File: config.mk
export PLATFORM = sky130hd
export DESIGN_NAME = rcb_buffer
export DESIGN_NICKNAME = d
export VERILOG_FILES = /design/src/logic/rcb_pkg.sv /design/src/logic/rcb_masked_parity.sv /design/src/logic/rcb_buffer.sv
export VERILOG_INCLUDE_DIRS = /design/src /design/src/logic
export SDC_FILE = /design/constraint.sdc
export NUM_CORES = 1
export LEC_CHECK = 0
export BUFFER_PORTS_ARGS = -buffer_cell sky130_fd_sc_hd__buf_2
export CAP_MARGIN = 30
export CORE_ASPECT_RATIO = 1.25
export CORE_UTILIZATION = 33
export DETAILED_ROUTE_END_ITERATION = 8
export GPL_ROUTABILITY_DRIVEN = 0
export GPL_TIMING_DRIVEN = 0
export PLACE_DENSITY = 0.59
export SYNTH_ARGS = -nofsm -noshare
export SYNTH_HDL_FRONTEND = slang
export SYNTH_SLANG_ARGS = --single-unit
File: constraint.sdc
create_clock -name clk_sys -period 2 [get_ports clk_sys]
set_clock_uncertainty 0.05 [all_clocks]
set_input_delay 0.4 -clock clk_sys [delete_from_list [all_inputs] [get_ports clk_sys]]
set_output_delay 0.4 -clock clk_sys [all_outputs]
set_load 0.01 [all_outputs]
File: src/logic/rcb_defines.svh
// Constants for the registered command buffer: widths, parity masks, reset values.
// Assumes data bit 0 carries input 1 and bit 27 carries input 28.
`ifndef RCB_DEFINES_SVH
`define RCB_DEFINES_SVH

`define RCB_WIDTH        28
`define RCB_RANK_WIDTH   4

// Parity coverage for pinout configuration A (strap low)
`define RCB_MASK_A       28'hFFF_0F5F
// Parity coverage for pinout configuration B (strap high)
`define RCB_MASK_B       28'hFAF_0FFF

`define RCB_RESET_OUT    28'h000_0000
`define RCB_RESET_RANK   4'h0
`define RCB_RESET_FLAG_N 1'h1

`endif

File: src/logic/rcb_pkg.sv
// Types for the registered command buffer.
// Assumes rcb_defines.svh is on the include path.
`include "rcb_defines.svh"

package rcb_pkg;

	typedef enum logic [1:0] {
		RCB_FLAG_CLEAR,
		RCB_FLAG_ERR,
		RCB_FLAG_HOLD
	} rcb_flag_t;

	typedef struct packed {
		logic [`RCB_WIDTH-1:0]      cap;
		logic [`RCB_WIDTH-1:0]      outq;
		logic [`RCB_RANK_WIDTH-1:0] rank_ctl;
		logic                       err_pend;
		rcb_flag_t                  flag_st;
		logic                       flag_n;
		logic                       cfg_b;
		logic                       standby_prev;
	} rcb_state_t;

endpackage

File: src/logic/rcb_masked_parity.sv
// Reduction parity over the bits of a word selected by a mask.
// Assumes a purely combinational use; no state.
`timescale 1ns/1ps
`default_nettype none

module rcb_masked_parity #(
	parameter int WIDTH = 28
) (
	input  wire logic [WIDTH-1:0] data,
	input  wire logic [WIDTH-1:0] mask,
	output logic                  parity
);

	always_comb begin
		parity = ^(data & mask);
	end

endmodule

`default_nettype wire

File: src/logic/rcb_buffer.sv
// Registered 28-bit command buffer with 1:2 outputs, delayed-parity check and chip-select gating.
// Assumes one clock (clk_sys) standing for the differential crossing, synchronous active-low reset,
// and a pinout strap that is held static while running.
//
// Operation
// - Each of 28 registered inputs drives two identical output copies.
// - All data inputs are captured on the rising edge of the clock.
// - Strap low: parity covers inputs 1-5, 7, 9-12, 17-28 and parity bit.
// - Strap high: parity covers inputs 1-12, 17-20, 22, 24-28 and parity bit.
// - Even ones count is valid; an odd count pulls the error flag low.
// - Parity bit arrives one cycle late and pairs with the previous word.
// - Error flag for a word appears two clocks after that word's capture.
// - A single error keeps the flag low at least two clocks unless reset.
// - Consecutive errors keep the flag low for as long as they persist.
// - Error before low power holds flag through low power plus two clocks; an error still pending when both selects go high is dropped.
// - Rank clock enable, termination and select inputs are outside parity.
// - Strap low selects configuration A; strap high selects configuration B.
// - Reset clears every register and drives outputs low, except the flag and the sampled strap.
// - After reset, outputs stay low without glitches while inputs stay low.
// - Gating enable with both selects high freezes the registered outputs.
// - Both selects high freeze the error flag; otherwise it acts normally.
// - Reset overrides gating, forcing outputs low and releasing the flag high.
`timescale 1ns/1ps
`default_nettype none

module rcb_buffer
	import rcb_pkg::*;
(
	input  wire logic                       clk_sys,
	input  wire logic                       rstn,
	input  wire logic                       pinout_config_b,
	input  wire logic                       chip_select_gating_enable,
	input  wire logic                       rank0_select_n,
	input  wire logic                       rank1_select_n,
	input  wire logic                       rank0_clock_enable_in,
	input  wire logic                       rank1_clock_enable_in,
	input  wire logic                       rank0_termination_ctl_in,
	input  wire logic                       rank1_termination_ctl_in,
	input  wire logic [`RCB_WIDTH-1:0]      data_in,
	input  wire logic                       parity_bit_input,
	output logic      [`RCB_WIDTH-1:0]      registered_outputs_a,
	output logic      [`RCB_WIDTH-1:0]      registered_outputs_b,
	output logic      [`RCB_RANK_WIDTH-1:0] rank_ctl_out_a,
	output logic      [`RCB_RANK_WIDTH-1:0] rank_ctl_out_b,
	output logic                            parity_error_flag_n,
	output logic                            parity_error_flag_oe,
	output logic                            low_power_state
);

	rcb_state_t            st_reg;
	rcb_state_t            st_next;
	logic [`RCB_WIDTH-1:0] parity_mask;
	logic                  word_parity;
	logic                  word_err;
	logic                  gate_active;
	logic                  flag_frozen;
	logic                  standby_exit;

	// Strap is sampled into a register at reset so a stray wiggle later cannot
	// change which bits are checked in the middle of a burst of commands.
	always_comb begin
		parity_mask = st_reg.cfg_b ? `RCB_MASK_B : `RCB_MASK_A;
	end

	// Only the captured data word feeds the checker; rank controls never reach it.
	rcb_masked_parity #(
		.WIDTH (`RCB_WIDTH)
	) u_parity (
		.data   (st_reg.cap),
		.mask   (parity_mask),
		.parity (word_parity)
	);

	always_comb begin
		word_err    = word_parity ^ parity_bit_input;
		gate_active = chip_select_gating_enable & rank0_select_n & rank1_select_n;
		flag_frozen = rank0_select_n & rank1_select_n;
		standby_exit = st_reg.standby_prev & ~flag_frozen;
	end

	always_comb begin
		st_next = st_reg;
		if (!rstn) begin
			// Reset wins over any gating condition
			st_next          = '0;
			st_next.outq     = `RCB_RESET_OUT;
			st_next.rank_ctl = `RCB_RESET_RANK;
			st_next.flag_st  = RCB_FLAG_CLEAR;
			st_next.flag_n   = `RCB_RESET_FLAG_N;
			st_next.cfg_b    = pinout_config_b;
		end else begin
			st_next.cap      = data_in;
			st_next.err_pend = word_err;
			st_next.standby_prev = flag_frozen;
			// Clock enable and termination must follow even in gated standby,
			// otherwise the memory could not be put into power-down.
			st_next.rank_ctl = {rank1_termination_ctl_in, rank0_termination_ctl_in,
				rank1_clock_enable_in, rank0_clock_enable_in};
			if (!gate_active) begin
				st_next.outq = st_reg.cap;
			end
			if (!flag_frozen) begin
				case (st_reg.flag_st)
					RCB_FLAG_CLEAR: begin
						if (st_reg.err_pend) begin
							st_next.flag_st = RCB_FLAG_ERR;
						end
					end
					RCB_FLAG_ERR: begin
						if (st_reg.err_pend) begin
							st_next.flag_st = RCB_FLAG_ERR;
						end else if (standby_exit) begin
							// Restart the two-clock tail once standby ends
							st_next.flag_st = RCB_FLAG_ERR;
						end else begin
							st_next.flag_st = RCB_FLAG_HOLD;
						end
					end
					RCB_FLAG_HOLD: begin
						if (st_reg.err_pend || standby_exit) begin
							st_next.flag_st = RCB_FLAG_ERR;
						end else begin
							st_next.flag_st = RCB_FLAG_CLEAR;
						end
					end
					default: begin
						st_next.flag_st = RCB_FLAG_CLEAR;
					end
				endcase
				st_next.flag_n = (st_next.flag_st == RCB_FLAG_CLEAR);
			end
		end
	end

	always_ff @(posedge clk_sys) begin
		st_reg <= st_next;
	end

	// All outputs come straight from flops (flag drive enable through one inverter), so nothing can glitch after reset
	always_comb begin
		registered_outputs_a = st_reg.outq;
		registered_outputs_b = st_reg.outq;
		rank_ctl_out_a       = st_reg.rank_ctl;
		rank_ctl_out_b       = st_reg.rank_ctl;
		parity_error_flag_n  = st_reg.flag_n;
		parity_error_flag_oe = ~st_reg.flag_n;
		low_power_state      = st_reg.standby_prev;
	end
endmodule

`default_nettype wire

=== After elaboration in Yosys (flattened, before gate mapping) ===
Cells that the tools add are included.

* Register bits after elaboration: 66
* Input port bits: 39
* Output and inout port bits: 67

* Multiplexer cells: 8
* Bitwise gates (word level): 8
* Eq/ne operators: 2
* Reduce and logical (&&, ||, !) cells: 4

{| class="wikitable"
|+ Operator list
! operator !! count
|-
| $and A28 B28 Y28 || 1
|-
| $reduce_xor A28 Y1 || 1
|-
| $mux W23 || 1
|-
| $mux W2 || 5
|-
| $pmux W2 S3 || 1
|-
| $and A1 B1 Y1 || 4
|-
| $logic_not A2 Y1 || 2
|-
| $eq A2 B1 Y1 const B || 1
|-
| $eq A2 B2 Y1 const B || 1
|-
| $not A1 Y1 || 2
|-
| $logic_or A1 B1 Y1 || 1
|-
| $mux W1 || 1
|-
| $xor A1 B1 Y1 || 1
|}

=== Depth between registers and ports, before layout ===
Gate-level depths: netlist of run 1.

* Depth after elaboration: 9
* Depth in mapped cells: 6

=== By module ===
Synthesis of run 1 repeated with hierarchy kept, for this count alone.

* Cells, all modules: 333
* Area total of the unflattened synthesis: 3027.9 um^2

{| class="wikitable"
|+ Modules (own cells, without submodules)
! module !! area each (um^2) !! cells an instance !! times used !! sequential area each (um^2)
|-
| rcb_buffer || 2676.3 || 280 || 1 || 1331.3
|-
| rcb_masked_parity || 351.6 || 53 || 1 || 0.0
|}

=== Worst setup path before layout of run 1 ===
Ideal clock, no wire load.

* Path type: register to register
* Start: register st_reg[65] (netlist name)
* End: register st_reg[5] (netlist name)
* Arrival time: 1484 ps
* Required time: 1838 ps
* Stages on the path, launching flop included: 6
* Path slack: 354 ps
* Buffers on the path: 0
* Path through: dfxtp_1 -> xnor3_1 -> xnor3_1 -> xnor3_1 -> xnor3_1 -> nor2_1

* Cells in the longest elaborated chain, start to end: 3

{| class="wikitable"
|+ Ends and longest elaborated chain
! what !! RTL line !! RTL
|-
| start, declared || rcb_buffer.sv:50 || <nowiki>rcb_state_t st_reg;</nowiki>
|-
| start signal, assigned || rcb_buffer.sv:136 || <nowiki>st_reg <= st_next;</nowiki>
|-
| $and A28 B28 Y28 || rcb_masked_parity.sv:15 || <nowiki>parity = ^(data & mask);</nowiki>
|-
| $reduce_xor A28 Y1 || rcb_masked_parity.sv:15 ||
|-
| $xor A1 B1 Y1 || rcb_buffer.sv:75 || <nowiki>word_err = word_parity ^ parity_bit_input;</nowiki>
|}

No other way between the ends.
A chain may end at the register's enable or synchronous reset.

=== Final worst setup path of run 1 ===
Same ends and word-level chain as after synthesis.

==> results.toml, run 1 <==
[setup_path]
r2r-start = "st_reg[65]$_SDFF_PN0_"
worstSetupEndpointType = "register"
cp_data_arrival_time_ns = 1.95
critPathKind = "register to register"
cp-start-kind = "register"
required_ns = 2.17
regToRegSetupSlack_ns = 0.22
rr_endpoint = "st_reg[5]$_SDFF_PN0_"
crit_fanout = 2
r2r_cells = 5

[sta]
rsz0062_at_grt = "false"
post-route-period-util_pct = 89.0
final.setup.tns_ns = 0
final_max_slew_viol_count = 0
max_freq_ghz = 0.562
hold_viol_final = 0
fin_crit_ns = 1.78
setup_slack_ns = 0.221
relSlewSlack_pct = 66.2
setup_violations = 0
worst_slew_pin_slew_ns = 0.506

[outcome]
violations = "DRC"
status = "finished, violations left"

[cells_and_area]
seqCellArea_sq_mm = 0.00133
area_growth_syn_to_layout_pct = 31.0
largest_reg_flops = 32
diodes = 0
drive_gt1_share_pct = 45.0
fillers = 823
layout.nets = 456
design_area_sq_mm = 0.00366
multiInputGateArea_sq_um = 925

[power_and_ir_drop]
clkPwrFrac_pct = 37.9
power_density_mw_per_mm2 = 870
switchingPower_mw = 0.745
power_frac_comb_pct = 16.4
seqPwrFrac_pct = 45.7
swShare_pct = 23.4
p_int_mw = 2.44
irDropWorstVdd_uv = 483
cellLeakagePower_nw = 1.87

[hold_path]
holdPathEnd = "st_reg[1]$_DFFE_PN_"
min_from = "pinout_config_b"
hold_path_class = "input port to register"
hold_depth = 1

[yosys]
synthDistinctLibCells = 21
synth_nets = 340
synth_seq_area_share_pct = 47.6
ys_warn_count = 0
synth_area_sq_mm = 0.00280
syn_inst = 301
syn_avg_cell_area_sq_um = 9.29
ys_ff_latch = 66

[floorplan]
die_y_microns = 105
die_width_microns = 84.3
initial_core_util_pct = 33.9
boundaryPins = 106
coreArea_sq_mm = 0.00824
rows = 37
die_area_sq_mm = 0.00885

[global_routing]
grt_pass1_wl_microns = 9010
grt_pass1_vias = 1987
antenna_found_initial = 0
grt_use_total_pct = 13.4
overflow = 0
grt_max_degree = 12

[clocking]
clk_pin_slew_ns = 0.07
cts_sinks = 66
postCtsResizedCells = 0
cts_root_buf = "clkbuf_8"
postCtsSetupBuffers = 0
h-tree-depth = 3
insertion_delay_ns = 0.33
cts_buffer_depth = 2
tritoncts = "done"
postCtsHoldBufs = 0
cts_made_buffers = 9

[placed_design]
portBuffers = 105
placed_area_sq_mm = 0.00344
dp_hpwl_microns = 4200
dp_slack_ns = 0.0508

[drt]
num_vias = 2134
wl_per_cell_microns = 10.7
vias_per_cell = 4.11
drt-initial-drc-count = 79
ant_nets = 0
drt_wl_total_microns = 5580
post-route-drc-count = 6
drtPass1Iterations = 6

[job]
maxCapViolations = 0
==> cell type report <==
class | instances | area share, %
flip-flops and latches | 66 | 36.4
repair buffers | 105 | 14.3
clock inverters | 5 | 2.12
multi-input cells | 157 | 25.2
clock buffers | 11 | 3.86
inverters | 2 | 0.205
plain buffers | 76 | 14.6
well taps | 97 | 3.31
==> cells by family (layout without fill, tap and decap cells) <==
| logic type | Yosys count | after routing | synth area share [%] |
|---|---|---|---|
| flip-flops | 66 | 66 | 47.6 |
| AO/OA/AOI/OAI | 34 | 34 | 6.31 |
| buffers and inverters | 78 | 199 | 19.3 |
| XOR/XNOR | 20 | 20 | 9.71 |
| AND/OR/NAND/NOR | 103 | 103 | 17.0 |
==> per-layer routing <==
| metal | track usage (%) | vias to the layer above | share of wire (%) |
|---|---|---|---|
| li1 | - | 1110 | - |
| met1 | 15.0 | 941 | 42 |
| met2 | 22.7 | 71 | 49 |
| met3 | 3.55 | 12 | 5.6 |
| met4 | 7.99 | 0 | 2.9 |
| met5 | 0 | - | 0 |
==> synth_stat cells <==
| cell type | n | area [sq um] |
|---|---|---|
| a211oi_1 | 2 | 15.0 |
| a21oi_1 | 30 | 150 |
| and2_1 | 33 | 206 |
| and3_1 | 1 | 6.26 |
| buf_4 | 64 | 480 |
| buf_6 | 1 | 11.3 |
| clkbuf_1 | 11 | 41.3 |
| dfxtp_1 | 65 | 1300 |
| edfxtp_1 | 1 | 30.0 |
| inv_1 | 1 | 3.75 |
| inv_2 | 1 | 3.75 |
| nand2_1 | 60 | 225 |
| nand4b_1 | 1 | 8.76 |
| nor2_1 | 8 | 30.0 |
| o21ai_1 | 1 | 5.00 |
| o22ai_1 | 1 | 6.26 |
| xnor2_1 | 9 | 78.8 |
| xnor2_2 | 3 | 48.8 |
| xnor2_4 | 1 | 27.5 |
| xnor3_1 | 4 | 90.1 |
| xor2_1 | 3 | 26.3 |
==> worst max path at each step <==
| stage | start | to | slack (ns) | cells after the start |
|---|---|---|---|---|
| final | st_reg[65]$_SDFF_PN0_ | st_reg[5]$_SDFF_PN0_ | 0.22 | 5 |
| after detailed placement | rank1_select_n | registered_outputs_a[18]$_SDFFE_PN0N_ | 0.05 | 7 |
| after CTS | st_reg[65]$_SDFF_PN0_ | st_reg[5]$_SDFF_PN0_ | 0.20 | 5 |
| after global routing | st_reg[65]$_SDFF_PN0_ | st_reg[5]$_SDFF_PN0_ | 0.17 | 5 |
| after floorplan | st_reg[65]$_SDFF_PN0_ | st_reg[5]$_SDFF_PN0_ | 0.35 | 5 |
| after global placement | rank1_select_n | registered_outputs_a[17]$_SDFFE_PN0N_ | 0.08 | 7 |
==> power groups by stage <==
stage                     Sequential (mW)  Clock (mW)  Combinational, mW
after floorplan                      1.47           0              0.380
after detailed placement             1.49           0              0.526
final                                1.46        1.21              0.521
after global placement               1.48           0              0.517
after CTS                            1.46        1.25              0.529
after global routing                 1.46        1.32              0.571
==> critical path, stage by stage, from the launching register on <==
cell and delay [ns]:
dfxtp_1 0.35, xnor3_1 0.40, xnor3_1 0.22, xnor3_1 0.39, xnor3_1 0.22, nor2_1 0.04
==> metrics by stage <==
stage	util [%]	hold WS, ns	instances	power, mW
6_report	44.4	0.203	519	3.19
3_3_place_gp	41.8	0.374	503	2.00
4_1_cts	44.4	0.188	519	3.23
3_5_place_dp	41.8	0.386	503	2.01
2_1_floorplan	-	0.372	301	1.85
5_1_grt	44.4	0.188	519	3.36
==> layout by cell type, fill, tap and decap left out, types with 3 or more instances in the layout <==
cell and instances:
and2_1 33, xnor3_1 4, nand2_1 60, clkbuf_1 12, nor2_1 8, buf_2 105, xnor2_2 3, buf_4 64
dfxtp_1 65, xor2_1 3, xnor2_1 9, a21oi_1 30, clkbuf_8 10
Note: power is estimated with default switching activity, not from simulation.
==> run 2: changes to the inputs <==
--- a/config.mk
+++ b/config.mk
@@ -8,12 +8,12 @@
 export LEC_CHECK = 0
 export BUFFER_PORTS_ARGS = -buffer_cell sky130_fd_sc_hd__buf_2
 export CAP_MARGIN = 30
-export CORE_ASPECT_RATIO = 1.25
 export CORE_UTILIZATION = 33
 export DETAILED_ROUTE_END_ITERATION = 8
 export GPL_ROUTABILITY_DRIVEN = 0
 export GPL_TIMING_DRIVEN = 0
 export PLACE_DENSITY = 0.59
+export REMOVE_ABC_BUFFERS = 1
 export SYNTH_ARGS = -nofsm -noshare
 export SYNTH_HDL_FRONTEND = slang
 export SYNTH_SLANG_ARGS = --single-unit
==> results.toml, run 2 (synthesized netlist as in run 1, its figures left out) <==
[sta]
post-route-period-util_pct = 89.4
setup_slack_ns = 0.211
final.setup.tns_ns = 0
worst_slew_pin_slew_ns = 0.623
fin_crit_ns = 1.79
max_freq_ghz = 0.559
setup_violations = 0
relSlewSlack_pct = 58.4
rsz0062_at_grt = "false"
hold_viol_final = 0
final_max_slew_viol_count = 0

[placed_design]
dp_hpwl_microns = 3480
portBuffers = 105
dp_slack_ns = 0.201

[clocking]
cts_sinks = 66
h-tree-depth = 3
cts_buffer_depth = 2
tritoncts = "done"
postCtsSetupBuffers = 0
clk_pin_slew_ns = 0.08
postCtsResizedCells = 0
cts_made_buffers = 9
postCtsHoldBufs = 0
cts_root_buf = "clkbuf_8"
insertion_delay_ns = 0.33

[cells_and_area]
final_cell_mix = "buf_2 (105), dfxtp_1 (65), nand2_1 (60)"
layout_commonest_cell = "buf_2"
largest_reg_flops = 32
drive_gt1_share_pct = 36.8
diodes = 0
layout.nets = 382
area_growth_syn_to_layout_pct = 12.3

[power_and_ir_drop]
power_density_mw_per_mm2 = 930
seqPwrFrac_pct = 49.7
p_int_mw = 2.16
cellLeakagePower_nw = 1.51
switchingPower_mw = 0.755
power_frac_comb_pct = 15.1
swShare_pct = 25.9
irDropWorstVdd_uv = 301
clkPwrFrac_pct = 35.2

[global_routing]
antenna_found_initial = 0
grt_max_degree = 35
grt_pass1_vias = 1768
overflow = 0
grt_pass1_wl_microns = 7890
grt_use_total_pct = 12.2

[hold_path]
min_from = "pinout_config_b"
hold_depth = 1
hold_path_class = "input port to register"

[drt]
wl_met1_microns = 2300
drt_wl_total_microns = 4970
met3_length_microns = 343
post-route-drc-count = 0
drtPass1Iterations = 4
ant_nets = 0
num_vias = 1862
routed.top_layer = "met4"
route.met2.wl_microns = 2210
wl_per_cell_microns = 11.0
drt-initial-drc-count = 51
vias_per_cell = 4.11

[setup_path]
worstSetupEndpointType = "register"
cp_num_buf_inv = 0
cp-start-kind = "register"
critPathLaunch = "st_reg[65]$_SDFF_PN0_"
cpMaxStageDelayCell = "xnor3_1"
required_ns = 2.14
r2r_cells = 5
cp_slowest_stage_delay_ns = 0.40
critPathKind = "register to register"
crit_fanout = 2
cp_data_arrival_time_ns = 1.93
crit_chain = "xnor3_1 -> xnor3_1 -> xnor3_1 -> xnor3_1 -> nor2_1"
crit_family = "XOR/XNOR gates"
r2r-start = "st_reg[65]$_SDFF_PN0_"
crit_path_frequent_cell = "xnor3_1"
crit_cells = 5

[floorplan]
die_width_microns = 94.1
coreArea_sq_mm = 0.00822
initial_core_util_pct = 34.0
rows = 33
die_area_sq_mm = 0.00885
die_y_microns = 94.1
boundaryPins = 106

[outcome]
status = "finished, final reports clean"

[job]
maxCapViolations = 0
[run 2: cell count changes in the layout (fill, tap and decap cells not counted)]
cell / before / now
bufinv_16: 2 / 0
clkinv_2: 2 / 1
clkinv_4: 0 / 1
clkinvlp_4: 1 / 2
inv_6: 0 / 1
clkbuf_1: 12 / 0
buf_4: 64 / 0
buf_8: 0 / 2
buf_6: 1 / 0
clkbuf_8: 10 / 11
[run 2: final cells by class]
class | instances | area [sq um]
Fill cell | 861 | 5080
Sequential cell | 66 | 1330
Multi-Input combinational cell | 157 | 925
Timing Repair Buffer | 107 | 556
Clock buffer | 11 | 151
Tap cell | 105 | 131
Clock inverter | 5 | 37.5
Inverter | 2 | 7.51
[run 2: power by group through the flow]
stage	sequential, mW	combinational, mW	clock (mW)
final	1.45	0.442	1.03
after global routing	1.46	0.491	1.13
after CTS	1.45	0.450	1.08
after detailed placement	1.48	0.449	0
after global placement	1.48	0.437	0
after floorplan	1.51	0.260	0
[run 2: per-layer routing]
| metal | vias up | track usage (%) |
|---|---|---|
| li1 | 963 | - |
| met1 | 814 | 14.1 |
| met2 | 73 | 19.6 |
| met3 | 12 | 3.80 |
| met4 | 0 | 6.92 |
| met5 | - | 0 |
[run 2: final timing paths]
path	end	slack, ns
max reg2reg	st_reg[5]$_SDFF_PN0_	0.21
max	st_reg[5]$_SDFF_PN0_	0.21
min reg2reg	registered_outputs_a[13]$_SDFFE_PN0N_	0.39
min	st_reg[1]$_DFFE_PN_	0.19
[run 2: worst register-to-register path, stage by stage, from the launching register on]
cell	delay (ns)
dfxtp_1	0.33
xnor3_1	0.39
xnor3_1	0.23
xnor3_1	0.40
xnor3_1	0.21
nor2_1	0.04
[run 2: metrics by stage]
step	util (%)	hold slack, ns	area [sq um]	power (mW)	cells
CTS	38.2	0.175	3140	2.98	453
global route	38.2	0.169	3140	3.08	453
floorplan	-	0.372	2260	1.77	225
global placement	35.5	0.375	2920	1.91	435
detailed placement	35.9	0.382	2950	1.93	437
finish	38.2	0.192	3140	2.92	453
